**config.mk**
```make
export PLATFORM = sky130hd
export DESIGN_NAME = psi_top
export DESIGN_NICKNAME = d
export VERILOG_FILES = /design/src/psi_pkg.sv /design/src/psi_top.sv
export SDC_FILE = /design/constraint.sdc
export NUM_CORES = 1
export LEC_CHECK = 0
export BUFFER_PORTS_ARGS = -buffer_cell sky130_fd_sc_hd__buf_2
export CAP_MARGIN = 20
export CORE_MARGIN = 8
export CORE_UTILIZATION = 52
export CTS_CLUSTER_SIZE = 20
export DETAILED_ROUTE_END_ITERATION = 12
export PLACE_DENSITY = 0.85
export SETUP_SLACK_MARGIN = 0.5
export SLEW_MARGIN = 10
export SYNTH_ARGS = -nofsm -noshare
export SYNTH_HDL_FRONTEND = slang
export SYNTH_SLANG_ARGS = --single-unit
```
**constraint.sdc**
```tcl
create_clock -name sys_clk -period 1.9 [get_ports sys_clk]
set_clock_uncertainty 0.1 [all_clocks]
set_input_delay 0.19 -clock sys_clk [delete_from_list [all_inputs] [get_ports sys_clk]]
set_output_delay 0.19 -clock sys_clk [all_outputs]
set_load 0.05 [all_outputs]
```
**src/psi_pkg.sv**
```systemverilog
// Package for the PLL status interrupt logic: register map, field layouts,
// reset values and the packed carriers for the source and slew-detector levels.
// Assumes an APB slave with 32-bit data and byte addresses of four times the index.
package psi_pkg;

	// ------------------------------------------------------------
	// Register indices (byte address is four times the index)
	// ------------------------------------------------------------
	localparam logic [5:0] IDX_SOURCE_LEVEL_VIEW = 6'h0d; // Live source levels, read only
	localparam logic [5:0] IDX_FLAG_MASK = 6'h0e; // Per-source mask
	localparam logic [5:0] IDX_FLAG_EDGE_POLARITY = 6'h0f; // Per-source edge select
	localparam logic [5:0] IDX_STICKY_EVENT_FLAGS = 6'h10; // Sticky flags, write 0 clears
	localparam logic [5:0] IDX_EVENT_COMBINE_CONTROL = 6'h11; // Combine mode and enable
	localparam logic [5:0] IDX_REFERENCE_SLEW_VALID = 6'h12; // Slew-detector indicators
	localparam logic [5:0] IDX_SYS_IRQ_STATUS = 6'h20; // Sticky block events, read only
	localparam logic [5:0] IDX_SYS_IRQ_CLEAR = 6'h21; // Write 1 to clear, write only
	localparam logic [5:0] IDX_SYS_IRQ_ENABLE = 6'h22; // Enables for block events

	// ------------------------------------------------------------
	// Field positions
	// ------------------------------------------------------------
	localparam int CTL_ENABLE_BIT = 0; // Interrupt circuit enable
	localparam int CTL_COMBINE_BIT = 1; // 1 = AND of unmasked flags, 0 = OR
	localparam int SLEW_LSB = 4; // Slew indicators sit in bits 7..4
	localparam int SYS_EV_FLAG_SET = 0; // A sticky flag was newly set
	localparam int SYS_EV_BUS_ERR = 1; // Access to an unmapped address

	// ------------------------------------------------------------
	// Reset values
	// ------------------------------------------------------------
	localparam logic [7:0] RST_POLARITY = 8'h00;
	localparam logic [7:0] RST_FLAGS = 8'h00;
	localparam logic [7:0] RST_MASK = 8'h00;
	localparam logic [1:0] RST_CONTROL = 2'h0;
	localparam logic [1:0] RST_SYS = 2'h0;

	// ------------------------------------------------------------
	// Carriers
	// ------------------------------------------------------------
	// Eight interrupt sources, bit 7 down to bit 0
	typedef struct packed {
		logic pll1_lock_lost;
		logic pll1_input_lost;
		logic pll1_vco_tuning;
		logic pll2_lock_lost;
		logic pll2_input_lost;
		logic pll2_vco_tuning;
		logic pll1_back_to_primary;
		logic pll2_back_to_primary;
	} psi_src_t;

	// Slew-rate detector validity, bit 7 down to bit 4
	typedef struct packed {
		logic second_ref_rise_ok;
		logic second_ref_fall_ok;
		logic first_ref_rise_ok;
		logic first_ref_fall_ok;
	} psi_slew_t;

endpackage

```
**src/psi_top.sv**
```systemverilog
// PLL status interrupt logic: edge-detected sticky flags with selectable polarity,
// mask, AND/OR combine, enable for flag setting and status_irq, live source view and slew indicators.
// Assumes all inputs are synchronous to sys_clk and an APB master on the bus.
//
// The APB interface to the registers was chosen for this implementation.
`timescale 1ns/1ps

module psi_top
(
	// Clock and reset
	input wire logic sys_clk,
	input wire logic rst,
	// APB slave
	input wire logic psel,
	input wire logic penable,
	input wire logic pwrite,
	input wire logic [7:0] paddr,
	input wire logic [31:0] pwdata,
	output logic [31:0] prdata,
	output logic pready,
	output logic pslverr,
	// Internal status sources
	input wire psi_pkg::psi_src_t src_in,
	input wire psi_pkg::psi_slew_t slew_in,
	// Interrupt outputs
	output logic status_irq,
	output logic sys_irq
);

	// ------------------------------------------------------------
	// Declarations
	// ------------------------------------------------------------
	logic [7:0] src_ff; // Sources as seen last cycle
	logic [7:0] src_eff; // Sources after precedence fix
	logic [3:0] slew_ff; // Registered slew indicators
	logic [7:0] pol_ff; // Edge select per source
	logic [7:0] mask_ff; // Mask per source
	logic [7:0] flags_ff; // Sticky flags
	logic [7:0] nxt_flags; // Next sticky flags
	logic ctl_en_ff; // Interrupt circuit enable
	logic ctl_and_ff; // Combine mode
	logic [1:0] sys_stat_ff; // Sticky block events
	logic [1:0] sys_en_ff; // Block event enables
	logic [1:0] sys_ev; // Block event pulses
	logic [7:0] rise; // Rising edges this cycle
	logic [7:0] fall; // Falling edges this cycle
	logic [7:0] set_vec; // Flags to set this cycle
	logic [7:0] unmasked; // Unmasked flags
	logic combine_hit; // Combination result
	logic status_irq_ff; // Status pin interrupt
	logic sys_irq_ff; // Block interrupt
	logic [31:0] prdata_ff; // Read data
	logic pready_ff; // Ready
	logic pslverr_ff; // Error
	logic setup; // APB setup phase
	logic wr_acc; // Write completes this edge
	logic acc_done; // Any transfer completes this edge
	logic [31:0] rd_mux; // Read data selected
	logic mapped; // Address is mapped

	// Match a byte address against a register index
	function automatic logic reg_sel(input logic [7:0] addr, input logic [5:0] idx);
		reg_sel = (addr == {idx, 2'b00});
	endfunction

	// ------------------------------------------------------------
	// Source conditioning and edge detection
	// ------------------------------------------------------------
	// Lock loss caused by input loss is reported as input loss only
	always_comb
	begin
		src_eff = src_in;
		src_eff[7] = src_in.pll1_lock_lost & ~src_in.pll1_input_lost;
		src_eff[4] = src_in.pll2_lock_lost & ~src_in.pll2_input_lost;
	end

	// Previous-cycle copy of the sources; also the live view
	always_ff @(posedge sys_clk or posedge rst)
	begin
		if (rst)
		begin
			src_ff <= 8'h00;
			slew_ff <= 4'h0;
		end
		else
		begin
			src_ff <= src_eff;
			slew_ff <= slew_in;
		end
	end

	// Edge compare against last cycle; polarity picks which edge counts
	assign rise = src_eff & ~src_ff;
	assign fall = ~src_eff & src_ff;
	assign set_vec = ctl_en_ff ? ((pol_ff & rise) | (~pol_ff & fall)) : 8'h00;

	// ------------------------------------------------------------
	// APB handshake
	// ------------------------------------------------------------
	assign setup = psel & ~penable;
	assign acc_done = psel & penable & pready_ff;
	assign wr_acc = acc_done & pwrite;
	assign mapped = reg_sel(paddr, psi_pkg::IDX_SOURCE_LEVEL_VIEW) | reg_sel(paddr, psi_pkg::IDX_FLAG_MASK)
		| reg_sel(paddr, psi_pkg::IDX_FLAG_EDGE_POLARITY) | reg_sel(paddr, psi_pkg::IDX_STICKY_EVENT_FLAGS)
		| reg_sel(paddr, psi_pkg::IDX_EVENT_COMBINE_CONTROL) | reg_sel(paddr, psi_pkg::IDX_REFERENCE_SLEW_VALID)
		| reg_sel(paddr, psi_pkg::IDX_SYS_IRQ_STATUS) | reg_sel(paddr, psi_pkg::IDX_SYS_IRQ_CLEAR)
		| reg_sel(paddr, psi_pkg::IDX_SYS_IRQ_ENABLE);

	// Read multiplexer; reserved bits and write-only registers read zero
	always_comb
	begin
		rd_mux = 32'h0000_0000;
		if (reg_sel(paddr, psi_pkg::IDX_SOURCE_LEVEL_VIEW))
			rd_mux[7:0] = src_ff;
		else if (reg_sel(paddr, psi_pkg::IDX_FLAG_MASK))
			rd_mux[7:0] = mask_ff;
		else if (reg_sel(paddr, psi_pkg::IDX_FLAG_EDGE_POLARITY))
			rd_mux[7:0] = pol_ff;
		else if (reg_sel(paddr, psi_pkg::IDX_STICKY_EVENT_FLAGS))
			rd_mux[7:0] = flags_ff;
		else if (reg_sel(paddr, psi_pkg::IDX_EVENT_COMBINE_CONTROL))
		begin
			rd_mux[psi_pkg::CTL_COMBINE_BIT] = ctl_and_ff;
			rd_mux[psi_pkg::CTL_ENABLE_BIT] = ctl_en_ff;
		end
		else if (reg_sel(paddr, psi_pkg::IDX_REFERENCE_SLEW_VALID))
			rd_mux[7:psi_pkg::SLEW_LSB] = slew_ff;
		else if (reg_sel(paddr, psi_pkg::IDX_SYS_IRQ_STATUS))
			rd_mux[1:0] = sys_stat_ff;
		else if (reg_sel(paddr, psi_pkg::IDX_SYS_IRQ_ENABLE))
			rd_mux[1:0] = sys_en_ff;
	end

	// Answer is prepared in the setup cycle, so the access phase never waits
	always_ff @(posedge sys_clk or posedge rst)
	begin
		if (rst)
		begin
			prdata_ff <= 32'h0000_0000;
			pready_ff <= 1'b0;
			pslverr_ff <= 1'b0;
		end
		else if (setup)
		begin
			prdata_ff <= pwrite ? 32'h0000_0000 : rd_mux;
			pready_ff <= 1'b1;
			pslverr_ff <= ~mapped;
		end
		else
		begin
			// Drop the answer after each access phase
			pready_ff <= 1'b0;
			pslverr_ff <= 1'b0;
		end
	end

	// ------------------------------------------------------------
	// Configuration registers
	// ------------------------------------------------------------
	// Polarity, mask and control, written at the completing edge
	always_ff @(posedge sys_clk or posedge rst)
	begin
		if (rst)
		begin
			pol_ff <= psi_pkg::RST_POLARITY;
			mask_ff <= psi_pkg::RST_MASK;
			ctl_and_ff <= psi_pkg::RST_CONTROL[psi_pkg::CTL_COMBINE_BIT];
			ctl_en_ff <= psi_pkg::RST_CONTROL[psi_pkg::CTL_ENABLE_BIT];
		end
		else if (wr_acc)
		begin
			if (reg_sel(paddr, psi_pkg::IDX_FLAG_EDGE_POLARITY))
				pol_ff <= pwdata[7:0];
			if (reg_sel(paddr, psi_pkg::IDX_FLAG_MASK))
				mask_ff <= pwdata[7:0];
			if (reg_sel(paddr, psi_pkg::IDX_EVENT_COMBINE_CONTROL))
			begin
				ctl_and_ff <= pwdata[psi_pkg::CTL_COMBINE_BIT];
				ctl_en_ff <= pwdata[psi_pkg::CTL_ENABLE_BIT];
			end
		end
	end

	// ------------------------------------------------------------
	// Sticky flags
	// ------------------------------------------------------------
	// Writing 0 clears a bit, writing 1 keeps it; a new edge beats the clear
	always_comb
	begin
		nxt_flags = flags_ff;
		if (wr_acc && reg_sel(paddr, psi_pkg::IDX_STICKY_EVENT_FLAGS))
			nxt_flags = flags_ff & pwdata[7:0];
		nxt_flags = nxt_flags | set_vec;
	end

	always_ff @(posedge sys_clk or posedge rst)
	begin
		if (rst)
			flags_ff <= psi_pkg::RST_FLAGS;
		else
			flags_ff <= nxt_flags;
	end

	// ------------------------------------------------------------
	// Combination onto the status pin
	// ------------------------------------------------------------
	// AND mode needs at least one unmasked source, else it would fire with none
	assign unmasked = flags_ff & ~mask_ff;
	assign combine_hit = ctl_and_ff ? ((unmasked == ~mask_ff) && (mask_ff != 8'hff))
		: (unmasked != 8'h00);

	always_ff @(posedge sys_clk or posedge rst)
	begin
		if (rst)
			status_irq_ff <= 1'b0;
		else
			status_irq_ff <= ctl_en_ff & combine_hit;
	end

	// ------------------------------------------------------------
	// Block event interrupt
	// ------------------------------------------------------------
	assign sys_ev = {acc_done & pslverr_ff, (set_vec & ~flags_ff) != 8'h00};

	// Sticky status, write-1 clear, set wins over clear
	always_ff @(posedge sys_clk or posedge rst)
	begin
		if (rst)
		begin
			sys_stat_ff <= psi_pkg::RST_SYS;
			sys_en_ff <= psi_pkg::RST_SYS;
			sys_irq_ff <= 1'b0;
		end
		else
		begin
			if (wr_acc && reg_sel(paddr, psi_pkg::IDX_SYS_IRQ_CLEAR))
				sys_stat_ff <= (sys_stat_ff & ~pwdata[1:0]) | sys_ev;
			else
				sys_stat_ff <= sys_stat_ff | sys_ev;
			if (wr_acc && reg_sel(paddr, psi_pkg::IDX_SYS_IRQ_ENABLE))
				sys_en_ff <= pwdata[1:0];
			sys_irq_ff <= (sys_stat_ff & sys_en_ff) != 2'b00;
		end
	end

	// Outputs straight from flops
	assign prdata = prdata_ff;
	assign pready = pready_ff;
	assign pslverr = pslverr_ff;
	assign status_irq = status_irq_ff;
	assign sys_irq = sys_irq_ff;

	// Helper: write completing on the flag register
	logic flag_wr;
	assign flag_wr = wr_acc & reg_sel(paddr, psi_pkg::IDX_STICKY_EVENT_FLAGS);
endmodule

```
* Word-level counts from Yosys, hierarchy flattened
Cells that the tools add are included.
Word-level totals: bits in registers 78, bits of input ports 57, output and inout bits 36, logic and storage cells 93
Cells by class: equal/unequal tests 11, mux-type cells 19, bitwise gates (word level) 39, reduce and logical (&&, ||, !) cells 10
Operators by type and width (count):
- $and A8 B8 Y8 | 7
- $mux W8 | 6
- $not A8 Y8 | 5
- $eq A8 B6 Y1 const B | 3
- $eq A8 B7 Y1 const B | 3
- $eq A8 B8 Y1 const B | 3
- $or A8 B8 Y8 | 2
- $reduce_bool A8 Y1 | 2
- $mux W2 | 7
- $mux W4 | 3
- $and A1 B1 Y1 | 8
- $eq A8 B8 Y1 | 1
- $ne A8 B8 Y1 const B | 1
- $or A1 B1 Y1 | 8
- $reduce_and A2 Y1 | 3
- $and A2 B2 Y2 | 2
- $logic_and A1 B1 Y1 | 4
- $not A1 Y1 | 4
- $or A2 B2 Y2 | 2
- $mux W1 | 3
- $not A2 Y2 | 1
- $reduce_bool A2 Y1 | 1

* Depth between registers and ports, before layout
depth after elaboration 11, depth in mapped cells 7, depth with buffers taken out 4

* Worst setup path after synthesis
Ideal clock, no wire load.
kind register -> register, from register pready_ff (netlist: pready), to register mask_ff[0], library setup time 125 ps, arrival 1577 ps, data required time 1675 ps, slack 98 ps, cell stages (with the launch flop) 6, cell sequence dfrtp_1 > and3_1 > and2_0 > buf_2 > nand3_2 > mux2_2
On the way: word-level cells in the longest chain between the ends 3
Ends and longest elaborated chain:
- from (decl) | RTL line psi_top.sv:53 | logic pready_ff;
- from (signal assigned) | RTL line psi_top.sv:140 | pready_ff <= 1'b0;
- from (signal assigned) | RTL line psi_top.sv:146 | pready_ff <= 1'b1;
- from (signal assigned) | RTL line psi_top.sv:152 | pready_ff <= 1'b0;
- $and A1 B1 Y1 | RTL line psi_top.sv:101 | assign acc_done = psel & penable & pready_ff;
- $and A1 B1 Y1 | RTL line psi_top.sv:102 | assign wr_acc = acc_done & pwrite;
- $reduce_and A2 Y1 (no source line)
- to (signal assigned) | RTL line psi_top.sv:166 | mask_ff <= psi_pkg::RST_MASK;
- to (signal assigned) | RTL line psi_top.sv:175 | mask_ff <= pwdata[7:0];
- to (decl) | RTL line psi_top.sv:37 | logic [7:0] mask_ff;
No other way between the ends. A chain may end at the register's enable or synchronous reset.

* Worst setup path in the final report
from register pready_ff (netlist: pready), to register pol_ff[7]
On the way: word-level cells in the longest chain between the ends 3
Ends and longest elaborated chain:
- $and A1 B1 Y1 | RTL line psi_top.sv:101
- $and A1 B1 Y1 | RTL line psi_top.sv:102
- $reduce_and A2 Y1 (no source line)
- to (signal assigned) | RTL line psi_top.sv:165 | pol_ff <= psi_pkg::RST_POLARITY;
- to (signal assigned) | RTL line psi_top.sv:173 | pol_ff <= pwdata[7:0];
- to (decl) | RTL line psi_top.sv:36 | logic [7:0] pol_ff;
No other way between the ends.

==> results by group <==
Clocking
  – Clock Sinks: 54
  – Root buf cell: clkbuf_8
  – CTS HTree Levels: 2
  – CTS Buf Count: 5
  – CTS tree: yes
  – Clk pin slew, worst setup/hold paths: 0.10 ns
  – Worst skew pair latency: 0.31 ns
  – Max Buffers Root-to-Sink: 2

Setup path
  – CP max stage cell: dfrtp_2
  – CP arrival: 1.60 ns
  – Cell Chain, Critical Path: and3_4, nand4_1, nor2_4, buf_6, mux2_4
  – Crit path largest cell delay: 0.37 ns
  – Worst path depth: 5
  – R2r setup slk: 0.40 ns
  – R2R Path Start: pready$_DFF_PP0_
  – Crit. Startpoint: pready$_DFF_PP0_
  – CP Data Required Time: 2.00 ns
  – CP top delay family: simple AND/OR/NAND/NOR gates
  – CP Capture Type: register
  – Worst reg2reg endpoint: pol_ff[7]$_DFFE_PP0P_
  – R2R depth: 5
  – Startpoint types: register
  – Crit path max fanout: 4
  – Critical path class: reg -> reg
  – WP buf/inv: 1
  – Setup crit end: pol_ff[7]$_DFFE_PP0P_

Timing
  – Max Slew Vio Count: 0
  – Post-layout minimum cycle time: 1.50 ns
  – Setup violators final: 0
  – Final period util: 78.8%
  – Unrepaired setup endpoints after global routing: true
  – Final Hold Fails: 0
  – Max Clk Rate: 668 MHz
  – TNS Setup: 0 ns

GRT
  – Vias in the first global route: 2,847
  – Pin count of the biggest net entering global routing: 26
  – GRT overflow: 0
  – Initial antenna violation count: 0
  – First-pass GRT wire length: 14,200 um
  – GRT Resource Usage Total: 20.5%

Drt
  – WL/cell: 19.2 um
  – ANT nets after route: 0
  – Iter 0 DRT Violations: 230
  – TritonRoute pass-1 iters: 4
  – Vias: 2,808
  – DRC Markers: 0
  – Post-Route WL: 8930 um
  – Avg Vias per Cell: 6.03

Synth
  – Mapped Area: 3090 um^2
  – Number of synthesized flops with an enable pin: 0
  – Most area-consuming cells after synthesis: dfrtp_1 (44%), mux2_2 (7.6%), buf_4 (6.1%)
  – Yosys cell types: 57
  – Mean post-synth cell area: 9.98 um^2
  – Yosys top cell by area: dfrtp_1
  – Ys async rst share: 100%
  – Post-synthesis register bit count: 54
  – YS warnings: 0
  – Synth top area share: 43.7%
  – Post-synthesis cell count: 310
  – Main synth FF type: dfrtp_1
  – Register area share after synthesis: 43.7%

Min path
  – Hold Path Class: in -> reg

Floorplan
  – # IOs: 93
  – Initial Utilization: 52.9%
  – FP Rows: 28
  – CORE AREA: 5850 um^2
  – Die height: 93.1 um
  – Die ar.: 8680 um^2
  – Die Wd: 93.1 um

Pwr
  – Clock Power Share: 30.3%
  – Combinational Power Share: 17.7%
  – Pleak: 1.85 nW
  – Internal Power: 1.61 mW
  – VDD IR max: 430 uV
  – Net Sw Power: 0.697 mW
  – Switching share of power: 30.2%
  – PD cells: 579 nW/um^2
  – Sequential power share: 52.0%

Placement
  – Port Buffers: 44
  – Gpl congestion: 0.911
  – Detailed placer's ending HPWL: 6350 um

Final layout
  – Most frequent cells in the layout: dfrtp_1 (48), buf_2 (41), nand2_1 (32)
  – Layout cell share with drive strength beyond 1: 39.9%
  – Area Growth Syn to Fin: 28.7%
  – Fin util: 68.1%
  – ANT cells: 0
  – Commonest non-fill, non-tap cell in the layout: dfrtp_1
  – # nets final: 447

Status
  – Outcome: finished clean

Run
  – Max cap viols: 0
==> synthesized netlist by cell type (2+ instances only) <==
library cell	instances
buf_2	8
o32ai_1	2
o21ai_1	3
nand4_1	6
nor3_1	3
nand2b_1	8
clkbuf_1	5
mux2i_1	5
o21ai_0	20
nor2_1	8
or4b_1	2
o2bb2ai_1	5
nand2_1	32
a32oi_1	2
a22o_1	2
a211o_1	3
a21oi_1	9
nand3_1	5
nand4bb_1	3
buf_4	25
a21o_1	2
mux2_2	21
o32a_1	3
o22ai_1	9
or3_1	3
a2bb2oi_1	6
nor3_2	2
a221oi_1	2
dfrtp_1	54
or3b_2	4
nor2b_1	4
a32o_1	2
inv_1	13
o221ai_1	3
nand3b_1	4
==> what timing repair did <==
action / CTS / global route
setup buffers: 17 / 6
gates cloned: 0 / 0
hold endpoints to repair: 26 / 0
endpoints found under the setup margin: 31 / 37
gates resized for setup: 29 / 28
hold buffers: 11 / 0
pin swaps: 5 / 9
==> registers in the layout, summed over array words and instances, names as in the netlist <==
signal and count:
pol_ff 8, ctl_and_ff 1, prdata 8, sys_irq 1
slew_ff 4, pready 1, sys_en_ff 2, status_irq 1
mask_ff 8, pslverr 1, src_ff 8, ctl_en_ff 1
sys_stat_ff 2, flags_ff 8
==> power by group through the flow <==
stage / Combinational [mW] / Sequential, mW / Clock (mW)
final: 0.409 / 1.20 / 0.699
after CTS: 0.389 / 1.20 / 0.704
after floorplan: 0.303 / 1.22 / 0
after global placement: 0.352 / 1.22 / 0
after detailed placement: 0.359 / 1.22 / 0
after global routing: 0.439 / 1.20 / 0.747
==> cells by family (layout without fill, tap and decap cells) <==
logic type | after synthesis | in the layout | share of synthesized area [%]
multiplexers | 26 | 26 | 9.26
other | 1 | 24 | 0.121
buffers and inverters | 52 | 110 | 9.91
AND/OR/NAND/NOR | 98 | 98 | 19.2
AO/OA/AOI/OAI | 79 | 79 | 17.8
flip-flops | 54 | 54 | 43.7
==> how the worst min path moves through the flow <==
| stage | slack, ns | cells after the start | startpoint | to |
|---|---|---|---|---|
| 2_1_floorplan | 0.12 | 0 | slew_in[0] | slew_ff[0]$_DFF_PP0_ |
| 3_3_place_gp | 0.09 | 2 | rst | src_ff[5]$_DFF_PP0_ |
| 3_5_place_dp | 0.1 | 2 | rst | pol_ff[5]$_DFFE_PP0P_ |
| 4_1_cts | 0.03 | 3 | pwdata[3] | flags_ff[3]$_DFF_PP0_ |
| 5_1_grt | 0.04 | 3 | pwdata[3] | flags_ff[3]$_DFF_PP0_ |
| 6_report | 0.03 | 3 | pwdata[3] | flags_ff[3]$_DFF_PP0_ |
==> metal layers <==
layer	vias to the layer above	part of all wire [%]	track usage [%]
li1	1252	-	-
met3	29	6.5	4.41
met2	119	50	33.9
met1	1408	40	24.4
met5	-	0	0
met4	0	3.6	11.1
==> layout make-up <==
cell class,count,area (um^2)
clock buffer,7,86.3
clock inverter,1,8.76
fill,422,1870
inverter,13,52.6
multi-input combinational,227,1760
sequential,54,1360
tap,75,93.8
timing repair buffer,89,624
==> through the flow <==
step	hold slack [ns]	power [mW]	std cells	area [um^2]	setup WS (ns)
6_report	0.0285	2.31	466	3980	0.403
5_1_grt	0.0406	2.39	466	3980	0.337
4_1_cts	0.0291	2.29	460	3850	0.393
3_5_place_dp	0.0993	1.58	424	3420	0.0954
3_3_place_gp	0.0928	1.57	424	3420	0.111
2_1_floorplan	0.121	1.53	333	3310	0.256
==> worst reg2reg max path: stages, from the launching register on <==
cell and delay, ns:
dfrtp_2 0.37, and3_4 0.20, nand4_1 0.13, nor2_4 0.14
buf_6 0.15, mux2_4 0.31
Note: power is estimated with default switching activity, not from simulation.
